`src/verilog/pff_pkg.sv`:
```
/*
 Package for the power and flat field state control block: state encodings,
 status bit positions, temperature thresholds and timing constants.
 Assumes a 40 MHz system clock and temperatures in signed units of 0.01 degC.
*/
`default_nettype none
package pff_pkg;
  // Power states
  typedef enum logic [2:0] {
    PFF_PWR_OFF,
    PFF_PWR_UNINIT,
    PFF_PWR_ON,
    PFF_PWR_SHUTDOWN,
    PFF_PWR_OVERTEMP
  } pff_pwr_t;

  // Correction modes as written by software
  localparam logic [1:0] PFF_MODE_EXTERNAL = 2'h0;
  localparam logic [1:0] PFF_MODE_MANUAL   = 2'h1;
  localparam logic [1:0] PFF_MODE_AUTO     = 2'h2;

  // Correction state codes in the status word
  localparam logic [1:0] PFF_FST_NOT_CMD  = 2'h0;
  localparam logic [1:0] PFF_FST_IMMINENT = 2'h1;
  localparam logic [1:0] PFF_FST_BUSY     = 2'h2;
  localparam logic [1:0] PFF_FST_DONE     = 2'h3;

  // Status word bit positions
  localparam int PFF_ST_DESIRED_BIT  = 3;
  localparam int PFF_ST_FSTATE_LSB   = 4;
  localparam int PFF_ST_LOCKOUT_BIT  = 15;
  localparam int PFF_ST_SHUTDOWN_BIT = 20;

  // Temperatures in 0.01 degC
  localparam logic signed [15:0] PFF_T_OVER    = 16'sh1F40; // 80.00 degC
  localparam logic signed [15:0] PFF_T_LOW     = -16'sh03E8; // -10.00 degC
  localparam logic signed [15:0] PFF_T_HIGH    = 16'sh1964; // 65.00 degC
  localparam logic [15:0]        PFF_T_DELTA   = 16'h012C; // 3.00 degC

  // Timing
  localparam int  PFF_CLK_HZ        = 40000000;
  localparam int  PFF_OT_SECONDS    = 10;
  localparam int  PFF_FFC_MINUTES   = 5;
  localparam longint PFF_OT_CYCLES  = longint'(PFF_OT_SECONDS) * PFF_CLK_HZ;
  localparam longint PFF_FFC_SECS   = longint'(PFF_FFC_MINUTES) * 60;
  localparam logic [7:0] PFF_IMM_FRAMES  = 8'h36; // 54 frames
  localparam logic [7:0] PFF_BUSY_FRAMES = 8'h17; // 23 frames

  // APB register byte offsets
  localparam logic [7:0] PFF_REG_CTRL   = 8'h00;
  localparam logic [7:0] PFF_REG_CMD    = 8'h04;
  localparam logic [7:0] PFF_REG_TIME   = 8'h08;
  localparam logic [7:0] PFF_REG_DELTA  = 8'h0C;
  localparam logic [7:0] PFF_REG_STATUS = 8'h10;
  localparam logic [7:0] PFF_REG_POWER  = 8'h14;

  // Command bits
  localparam int PFF_CMD_BOOT  = 0;
  localparam int PFF_CMD_SHUT  = 1;
  localparam int PFF_CMD_WAKE  = 2;
  localparam int PFF_CMD_FFC   = 3;
endpackage : pff_pkg
`default_nettype wire

```
`src/verilog/pff_counter.sv`:
```
/*
 Load-and-count-down counter with terminal flag.
 Assumes a single clock and asynchronous active high reset.
*/
`timescale 1ns/10ps
`default_nettype none
module pff_counter #(
  parameter int W = 32
) (
  input  wire logic         clk_sys_i,
  input  wire logic         reset_i,
  input  wire logic         load_i,
  input  wire logic [W-1:0] value_i,
  input  wire logic         dec_i,
  output logic              zero_o
);
  logic [W-1:0] cnt;
  logic [W-1:0] next_cnt;

  // Next count: load wins, otherwise step down to zero
  always_comb begin
    next_cnt = cnt;
    if (load_i) begin
      next_cnt = value_i;
    end else if (dec_i && cnt != '0) begin
      next_cnt = cnt - W'(1);
    end
  end

  // Register
  always_ff @(posedge clk_sys_i or posedge reset_i) begin
    if (reset_i) begin
      cnt <= '0;
    end else begin
      cnt <= next_cnt;
    end
  end

  assign zero_o = (cnt == '0);
endmodule : pff_counter
`default_nettype wire

```
`src/verilog/pff_ctrl.sv`:
```
/*
 Power state and flat field correction state controller with APB registers.
 Assumes the frame strobe and temperature input are synchronous to clk_sys_i;
 temperature is signed, 0.01 degC per count.
*/
// Design decisions made here: the APB slave port and the register addresses.
// Notes on behaviour
// - Five power states; only off to uninitialised and over-temperature entry and exit are automatic.
// - Enter over-temperature alone when temperature rises above 80 degC.
// - On over-temperature entry set shutdown-imminent and start ten-second countdown.
// - Temperature below 80 degC before expiry clears the bit, returns to on.
// - Countdown expiry moves automatically into shutdown.
// - Shutdown offers nothing; host commands move between shutdown and on.
// - Three correction modes; automatic is the reset default.
// - External mode corrects only on command; host supplies uniform scene.
// - Manual mode corrects on command with the shutter closed throughout.
// - Automatic mode corrects at start-up, on elapsed time or temperature change.
// - Host may change the time and temperature-change thresholds.
// - Correction state reported as one of four states.
// - Correction state is not commanded out of reset.
// - Imminent only in automatic mode, a set number of frames before start.
// - In progress on command or automatic start, held 23 frames.
// - Finished correction moves to complete.
// - Correction-desired flag follows the automatic trigger conditions in every mode.
// - In automatic mode desired moves the state to imminent at once.
// - Outside -10 to +65 degC shutter locks out; flagged in status.
// - Correction state in status bits 5 to 4, codes 00 to 11.
// - Shutter lockout reported in status bit 15.
// - Shutdown-imminent reported in status bit 20.
`timescale 1ns/10ps
`default_nettype none
module pff_ctrl #(
  parameter longint OT_CYCLES  = pff_pkg::PFF_OT_CYCLES,
  parameter int     SEC_CYCLES = pff_pkg::PFF_CLK_HZ
) (
  input  wire logic               clk_sys_i,
  input  wire logic               reset_i,
  input  wire logic               psel_i,
  input  wire logic               penable_i,
  input  wire logic               pwrite_i,
  input  wire logic [7:0]         paddr_i,
  input  wire logic [31:0]        pwdata_i,
  output logic [31:0]             prdata_o,
  output logic                    pready_o,
  output logic                    pslverr_o,
  input  wire logic               frame_i,
  input  wire logic signed [15:0] temp_i,
  output logic [31:0]             status_o,
  output logic [2:0]              power_state_o,
  output logic                    shutter_close_o,
  output logic                    factory_terms_o
);
  pff_pkg::pff_pwr_t pwr;
  pff_pkg::pff_pwr_t next_pwr;
  logic [1:0]        mode;
  logic [1:0]        next_mode;
  logic [15:0]       time_thr;
  logic [15:0]       next_time_thr;
  logic [15:0]       delta_thr;
  logic [15:0]       next_delta_thr;
  logic [1:0]        fst;
  logic [1:0]        next_fst;
  logic [7:0]        frames;
  logic [7:0]        next_frames;
  logic              desired;
  logic              next_desired;
  logic              ran;
  logic              next_ran;
  logic signed [15:0] last_temp;
  logic signed [15:0] next_last_temp;
  logic [31:0]       secs;
  logic [31:0]       next_secs;
  logic [31:0]       prdata;
  logic [31:0]       next_prdata;
  logic              pready;
  logic              next_pready;
  logic              pslverr;
  logic              next_pslverr;
  logic              ot_load;
  logic              ot_zero;
  logic              sec_zero;
  logic              wr;
  logic              hot;
  logic              lockout;
  logic              trig;
  logic              cmd_ffc;
  logic [15:0]       tdiff;
  logic [31:0]       stat;

  // Bus write strobe on the access phase
  assign wr      = psel_i && penable_i && pwrite_i && !pready;
  assign cmd_ffc = wr && paddr_i == pff_pkg::PFF_REG_CMD && pwdata_i[pff_pkg::PFF_CMD_FFC];
  assign hot     = temp_i > pff_pkg::PFF_T_OVER;
  assign lockout = temp_i < pff_pkg::PFF_T_LOW || temp_i > pff_pkg::PFF_T_HIGH;
  assign tdiff   = (temp_i > last_temp) ? 16'(temp_i - last_temp) : 16'(last_temp - temp_i);
  // Start-up, elapsed time or temperature change since the last run
  assign trig    = pwr == pff_pkg::PFF_PWR_ON &&
                   (!ran || secs >= 32'(time_thr) || tdiff > delta_thr);

  // Over-temperature countdown, reloaded on every entry
  pff_counter #(.W(40)) u_ot (
    .clk_sys_i (clk_sys_i),
    .reset_i   (reset_i),
    .load_i    (ot_load),
    .value_i   (40'(OT_CYCLES)),
    .dec_i     (pwr == pff_pkg::PFF_PWR_OVERTEMP),
    .zero_o    (ot_zero)
  );

  // One second tick for the elapsed time trigger
  pff_counter #(.W(32)) u_sec (
    .clk_sys_i (clk_sys_i),
    .reset_i   (reset_i),
    .load_i    (sec_zero),
    .value_i   (32'(SEC_CYCLES - 1)),
    .dec_i     (1'b1),
    .zero_o    (sec_zero)
  );

  // Power state machine
  always_comb begin
    next_pwr = pwr;
    ot_load  = 1'b0;
    case (pwr)
      pff_pkg::PFF_PWR_OFF: next_pwr = pff_pkg::PFF_PWR_UNINIT;
      pff_pkg::PFF_PWR_UNINIT: begin
        if (wr && paddr_i == pff_pkg::PFF_REG_CMD && pwdata_i[pff_pkg::PFF_CMD_BOOT]) begin
          next_pwr = pff_pkg::PFF_PWR_ON;
        end
      end
      pff_pkg::PFF_PWR_ON: begin
        if (hot) begin
          next_pwr = pff_pkg::PFF_PWR_OVERTEMP;
          ot_load  = 1'b1;
        end else if (wr && paddr_i == pff_pkg::PFF_REG_CMD &&
                     pwdata_i[pff_pkg::PFF_CMD_SHUT]) begin
          next_pwr = pff_pkg::PFF_PWR_SHUTDOWN;
        end
      end
      pff_pkg::PFF_PWR_SHUTDOWN: begin
        if (wr && paddr_i == pff_pkg::PFF_REG_CMD && pwdata_i[pff_pkg::PFF_CMD_WAKE]) begin
          next_pwr = pff_pkg::PFF_PWR_ON;
        end
      end
      pff_pkg::PFF_PWR_OVERTEMP: begin
        if (!hot && temp_i < pff_pkg::PFF_T_OVER) begin
          next_pwr = pff_pkg::PFF_PWR_ON;
        end else if (ot_zero) begin
          next_pwr = pff_pkg::PFF_PWR_SHUTDOWN;
        end
      end
      default: next_pwr = pff_pkg::PFF_PWR_OFF;
    endcase
  end

  // Correction state machine and trigger bookkeeping
  always_comb begin
    next_fst       = fst;
    next_frames    = frames;
    next_ran       = ran;
    next_last_temp = last_temp;
    next_secs      = (sec_zero && secs != '1) ? secs + 32'h1 : secs;
    next_desired   = trig;
    case (fst)
      pff_pkg::PFF_FST_NOT_CMD, pff_pkg::PFF_FST_DONE: begin
        if (mode == pff_pkg::PFF_MODE_AUTO && trig && !lockout) begin
          next_fst    = pff_pkg::PFF_FST_IMMINENT;
          next_frames = pff_pkg::PFF_IMM_FRAMES;
        end else if (cmd_ffc && pwr == pff_pkg::PFF_PWR_ON &&
                     !(lockout && mode != pff_pkg::PFF_MODE_EXTERNAL)) begin
          next_fst    = pff_pkg::PFF_FST_BUSY;
          next_frames = pff_pkg::PFF_BUSY_FRAMES;
        end
      end
      pff_pkg::PFF_FST_IMMINENT: begin
        if (lockout || mode != pff_pkg::PFF_MODE_AUTO) begin
          next_fst = pff_pkg::PFF_FST_NOT_CMD;
          if (ran) begin
            next_fst = pff_pkg::PFF_FST_DONE;
          end
        end else if (frame_i) begin
          if (frames <= 8'h1) begin
            next_fst    = pff_pkg::PFF_FST_BUSY;
            next_frames = pff_pkg::PFF_BUSY_FRAMES;
          end else begin
            next_frames = frames - 8'h1;
          end
        end
      end
      pff_pkg::PFF_FST_BUSY: begin
        if (frame_i) begin
          if (frames <= 8'h1) begin
            next_fst       = pff_pkg::PFF_FST_DONE;
            next_ran       = 1'b1;
            next_last_temp = temp_i;
            next_secs      = '0;
            next_desired   = 1'b0;
          end else begin
            next_frames = frames - 8'h1;
          end
        end
      end
      default: next_fst = pff_pkg::PFF_FST_NOT_CMD;
    endcase
  end

  // Status word
  always_comb begin
    stat = '0;
    stat[pff_pkg::PFF_ST_DESIRED_BIT] = desired;
    stat[pff_pkg::PFF_ST_FSTATE_LSB +: 2] = fst;
    stat[pff_pkg::PFF_ST_LOCKOUT_BIT] = lockout;
    stat[pff_pkg::PFF_ST_SHUTDOWN_BIT] = pwr == pff_pkg::PFF_PWR_OVERTEMP;
  end

  // Register writes and APB answer, one wait state in the access phase
  always_comb begin
    next_mode      = mode;
    next_time_thr  = time_thr;
    next_delta_thr = delta_thr;
    next_prdata    = prdata;
    next_pslverr   = 1'b0;
    next_pready    = psel_i && penable_i && !pready;
    if (psel_i && penable_i && !pready) begin
      case (paddr_i)
        pff_pkg::PFF_REG_CTRL: begin
          next_prdata = {30'h0, mode};
          if (pwrite_i && pwdata_i[1:0] != 2'h3) begin
            next_mode = pwdata_i[1:0];
          end
        end
        pff_pkg::PFF_REG_CMD: next_prdata = '0;
        pff_pkg::PFF_REG_TIME: begin
          next_prdata = {16'h0, time_thr};
          if (pwrite_i) begin
            next_time_thr = pwdata_i[15:0];
          end
        end
        pff_pkg::PFF_REG_DELTA: begin
          next_prdata = {16'h0, delta_thr};
          if (pwrite_i) begin
            next_delta_thr = pwdata_i[15:0];
          end
        end
        pff_pkg::PFF_REG_STATUS: next_prdata = stat;
        pff_pkg::PFF_REG_POWER: next_prdata = {29'h0, pwr};
        default: begin
          next_prdata  = '0;
          next_pslverr = 1'b1;
        end
      endcase
    end
  end

  // State registers
  always_ff @(posedge clk_sys_i or posedge reset_i) begin
    if (reset_i) begin
      pwr       <= pff_pkg::PFF_PWR_OFF;
      mode      <= pff_pkg::PFF_MODE_AUTO;
      time_thr  <= 16'(pff_pkg::PFF_FFC_SECS);
      delta_thr <= pff_pkg::PFF_T_DELTA;
      fst       <= pff_pkg::PFF_FST_NOT_CMD;
      frames    <= '0;
      desired   <= 1'b0;
      ran       <= 1'b0;
      last_temp <= '0;
      secs      <= '0;
      prdata    <= '0;
      pready    <= 1'b0;
      pslverr   <= 1'b0;
      status_o  <= '0;
      power_state_o   <= '0;
      shutter_close_o <= 1'b0;
      factory_terms_o <= 1'b1;
    end else begin
      pwr       <= next_pwr;
      mode      <= next_mode;
      time_thr  <= next_time_thr;
      delta_thr <= next_delta_thr;
      fst       <= next_fst;
      frames    <= next_frames;
      desired   <= next_desired;
      ran       <= next_ran;
      last_temp <= next_last_temp;
      secs      <= next_secs;
      prdata    <= next_prdata;
      pready    <= next_pready;
      pslverr   <= next_pslverr;
      status_o  <= stat;
      power_state_o   <= next_pwr;
      shutter_close_o <= next_fst == pff_pkg::PFF_FST_BUSY &&
                         next_mode != pff_pkg::PFF_MODE_EXTERNAL;
      factory_terms_o <= !next_ran;
    end
  end

  assign prdata_o  = prdata;
  assign pready_o  = pready;
  assign pslverr_o = pslverr;
endmodule : pff_ctrl
`default_nettype wire

```
`config.mk`:
```
export PLATFORM = sky130hd
export DESIGN_NAME = pff_ctrl
export DESIGN_NICKNAME = d
export VERILOG_FILES = /design/src/verilog/pff_pkg.sv /design/src/verilog/pff_counter.sv /design/src/verilog/pff_ctrl.sv
export SDC_FILE = /design/constraint.sdc
export NUM_CORES = 1
export LEC_CHECK = 0
export ABC_CLOCK_PERIOD_IN_PS = 9700
export BUFFER_PORTS_ARGS = -buffer_cell sky130_fd_sc_hd__buf_2
export CAP_MARGIN = 20
export CORE_MARGIN = 4
export CORE_UTILIZATION = 32
export CTS_CLUSTER_SIZE = 12
export DETAILED_ROUTE_END_ITERATION = 10
export GPL_TIMING_DRIVEN = 0
export SLEW_MARGIN = 20
export SYNTH_ARGS = -nofsm -noshare
export SYNTH_HDL_FRONTEND = slang
export SYNTH_HIERARCHICAL = 1
export SYNTH_SLANG_ARGS = --single-unit
```
`constraint.sdc`:
```
create_clock -name clk_sys_i -period 9.7 [get_ports clk_sys_i]
set_input_delay 0.97 -clock clk_sys_i [delete_from_list [all_inputs] [get_ports clk_sys_i]]
set_output_delay 0.97 -clock clk_sys_i [all_outputs]
set_load 0.02 [all_outputs]
```
==> results.json <==
{
  "yosysSeqAreaShare_pct": 35.2,
  "whs_ns": 0.463,
  "hp-class": "flop to flop",
  "p_seq_share_pct": 43.1,
  "startpoint_type": "primary input",
  "cp-end-kind": "flop",
  "ys_async_sr_fraction_pct": 100,
  "critPathKind": "primary input to flop",
  "post_cts_buffers": 0,
  "wl_per_cell_um": 16.7,
  "fp-row-count": 76,
  "grt_max_degree": 89,
  "fmax_mhz": 177,
  "cts_buffers": 17,
  "cpPeakStageDelay_ns": 0.48,
  "clock_power_share_pct": 28.1,
  "worst_slew_pin_slew_ns": 0.928,
  "routed_via_density": 5.19,
  "tns_ns": 0,
  "synth_flop_cell": "dfrtp_1",
  "path_cells": "buf_2 > inv_1 > ha_1 > buf_2 > nand2_1 > or3_1 > a211o_1 > a21oi_2 > or2_1 > buf_2 > mux2i_1 > xnor2_1 > ha_1 > a21oi_1 > nand2_1 > a221o_1 > o31a_1 > a21oi_1 > o21a_2 > a221oi_2",
  "grt_usage_pct": 16.9,
  "dp_hpwl_um": 29700,
  "relSlewSlack_pct": 38.0,
  "finClkSkew_ns": 0.0160,
  "slowest_stage": "a21oi_1",
  "top_usage_layer": "met2",
  "finalPower_mw": 2.62,
  "drv_cap": 0,
  "crit_fanout": 8,
  "grt_pass1_wl_um": 64800,
  "cts-root-buf": "clkbuf_16",
  "overflow": 0,
  "syn_inst": 1572,
  "comb_power_share_pct": 28.7,
  "cts_hold_buffers": 0,
  "synth-edff-count": 0,
  "cellLeakagePower_nw": 6.75,
  "cts_max_level": 4,
  "port_buffers": 73,
  "gp_congestion": 0.885,
  "die_w_um": 216,
  "synth.distinct_cells": 105,
  "diodes": 0,
  "dieArea_um2": 46900,
  "grtUsageMet3_pct": 3.32,
  "synth_warnings": 6,
  "drc": 0,
  "clk_latency_ns": 0.46,
  "crit_arrival_ns": 5.96,
  "clkTransAtPathRegs_ns": 0.09,
  "intPower_mw": 1.64,
  "crit_path_frequent_cell": "buf_2",
  "post-route-period-util_pct": 58.1,
  "outcome": "finished clean",
  "drive_above_1_share_pct": 16.1,
  "required_ns": 10.02,
  "rsz0062_at_grt": "no",
  "finalHoldViolCount": 0,
  "grtUsageMet1_pct": 23.8,
  "finalSetupViolCount": 0,
  "initial_utilization_pct": 32.4,
  "cts_tree": "built",
  "area_growth_pct": 15.7,
  "chipHeight_um": 216,
  "power_density_nw_per_um2": 163,
  "fin_util_pct": 37.4,
  "sw_frac_of_total_pct": 37.7,
  "final_antenna_net_count": 0,
  "synth_area_um2": 13900,
  "cts_sinks": 195,
  "syn_area_per_cell_um2": 8.85,
  "first_global_vias": 11900,
  "dr_total_vias": 12300,
  "peakVddDrop_v": 0.000120,
  "drv_slew": 0,
  "cts_resized": 0,
  "p_sw_mw": 0.989,
  "num_io_pins": 133,
  "first_iter_violations": 882,
  "clk_path_buf_depth": 2,
  "post-route-min-period_ns": 5.64,
  "coreArea_um2": 43000,
  "wirelength_um": 39600,
  "use_met2_pct": 26.8,
  "drt_first_pass_iters": 5,
  "antenna_found_initial": 2,
  "fin_nets": 1914,
  "synth_seq_cells": 195
}
[layer usage]
layer  wire, um  part of all wire, %
met4        618                  1.6
met3       1940                  4.9
met2      18500                   47
met5         13                0.033
met1      18600                   47
[final timing paths]
check	start	endpoint	slack (ns)	cells after the start
max	temp_i[8]	frames[2]$_DFFE_PP0P_	4.06	20
min	desired$_DFF_PP0_	status_o[3]$_DFF_PP0_	0.46	0
max reg2reg	last_temp[8]$_DFFE_PP0P_	frames[2]$_DFFE_PP0P_	4.42	18
min reg2reg	desired$_DFF_PP0_	status_o[3]$_DFF_PP0_	0.46	0
max in group asynchronous	reset_i	mode[1]$_DFF_PP1_	8.42	3
min in group asynchronous	reset_i	prdata_o[12]$_DFFE_PP0P_	0.50	2
[cells by family (layout without fill, tap and decap cells)]
group	after synthesis	count (layout)	synth area share (%)
simple gates	587	587	23.0
compound gates	386	386	19.8
buf+inv	219	326	7.66
flops	195	195	35.2
fa+ha+maj	73	73	6.68
xor+xnor	64	64	4.03
mux	46	46	3.57
other cells	2	115	0.0540
[worst max-delay path: cells and delay by family]
kind / cells / cell delay, ns
fa+ha+maj: 2 / 0.57
mux: 1 / 0.25
buf+inv: 4 / 0.66
compound gates: 8 / 2.41
xor+xnor: 1 / 0.17
simple gates: 4 / 0.92
[power by group through the flow]
stage          Combinational [mW]  Clock [mW]  Sequential [mW]
3_3_place_gp                0.728           0             1.13
6_report                    0.754       0.738             1.13
5_1_grt                     0.849       0.797             1.16
4_1_cts                     0.752       0.763             1.13
3_5_place_dp                0.750           0             1.14
2_1_floorplan               0.570           0             1.11
[layout make-up]
class / instances / area, um2
Multi-Input combinational cell: 1271 / 8390
Clock inverter: 14 / 166
Inverter: 106 / 405
Tap cell: 585 / 732
Sequential cell: 195 / 4890
Buffer: 113 / 667
Clock buffer: 18 / 429
Timing Repair Buffer: 75 / 413
Fill cell: 4466 / 26900
[placed cells by master, fill, tap and decap left out, drive strengths merged, types with 12 or more instances in the layout]
master   count
nor4        36
xnor2       36
inv        112
nor3        37
nand4       37
or3         30
nand2      146
ha          71
nor2       132
o211ai      14
nand3       56
a31oi       41
dfrtp      185
clkbuf      58
xor2        28
conb       115
o21ai      104
o31ai       26
a21o        15
a211oi      15
mux2i       17
a2111oi     12
mux2        29
or4         18
or2         17
a21oi       61
buf        146
[metrics by stage]
step	setup WS (ns)	cell area (um2)	cells
finish	4.06	16100	2377
detailed placement	3.70	15500	2345
global placement	3.68	15400	2343
CTS	4.18	16100	2377
global route	3.85	16100	2377
floorplan	4.86	14300	1685
[cell usage after synthesis, types with 8 or more instances]
master / count / area, um2
a211oi_1: 12 / 90.1
a21o_1: 15 / 113
a21oi_1: 60 / 300
a31oi_1: 41 / 257
and3_1: 8 / 50.1
buf_2: 16 / 80.1
buf_4: 48 / 360
clkbuf_1: 40 / 150
dfrtp_1: 185 / 4630
dfstp_2: 10 / 263
ha_1: 71 / 888
inv_1: 103 / 387
mux2_2: 29 / 327
mux2i_1: 17 / 170
nand2_1: 145 / 544
nand2b_1: 10 / 62.6
nand3_1: 55 / 275
nand4_1: 34 / 213
nor2_1: 132 / 495
nor2b_1: 8 / 50.1
nor3_1: 35 / 175
nor4_1: 26 / 163
o211ai_1: 14 / 105
o21a_1: 9 / 67.6
o21ai_0: 94 / 470
o21ai_1: 8 / 40.0
o31ai_1: 25 / 188
o41ai_1: 8 / 70.1
or2_2: 14 / 87.6
or3_1: 30 / 188
or4_1: 14 / 105
xnor2_1: 36 / 315
xor2_1: 28 / 245
[flip-flops by register name (all words and copies together), names as in the netlist]
name and flops:
delta_thr 16, desired 1, factory_terms_o 1, frames 8
fst 2, last_temp 16, mode 2, prdata_o 17
pready_o 1, pslverr_o 1, pwr 3, ran 1
secs 32, shutter_close_o 1, status_o 5, time_thr 16
u_ot/cnt 40, u_sec/cnt 32
Note: power is estimated with default switching activity, not from simulation.
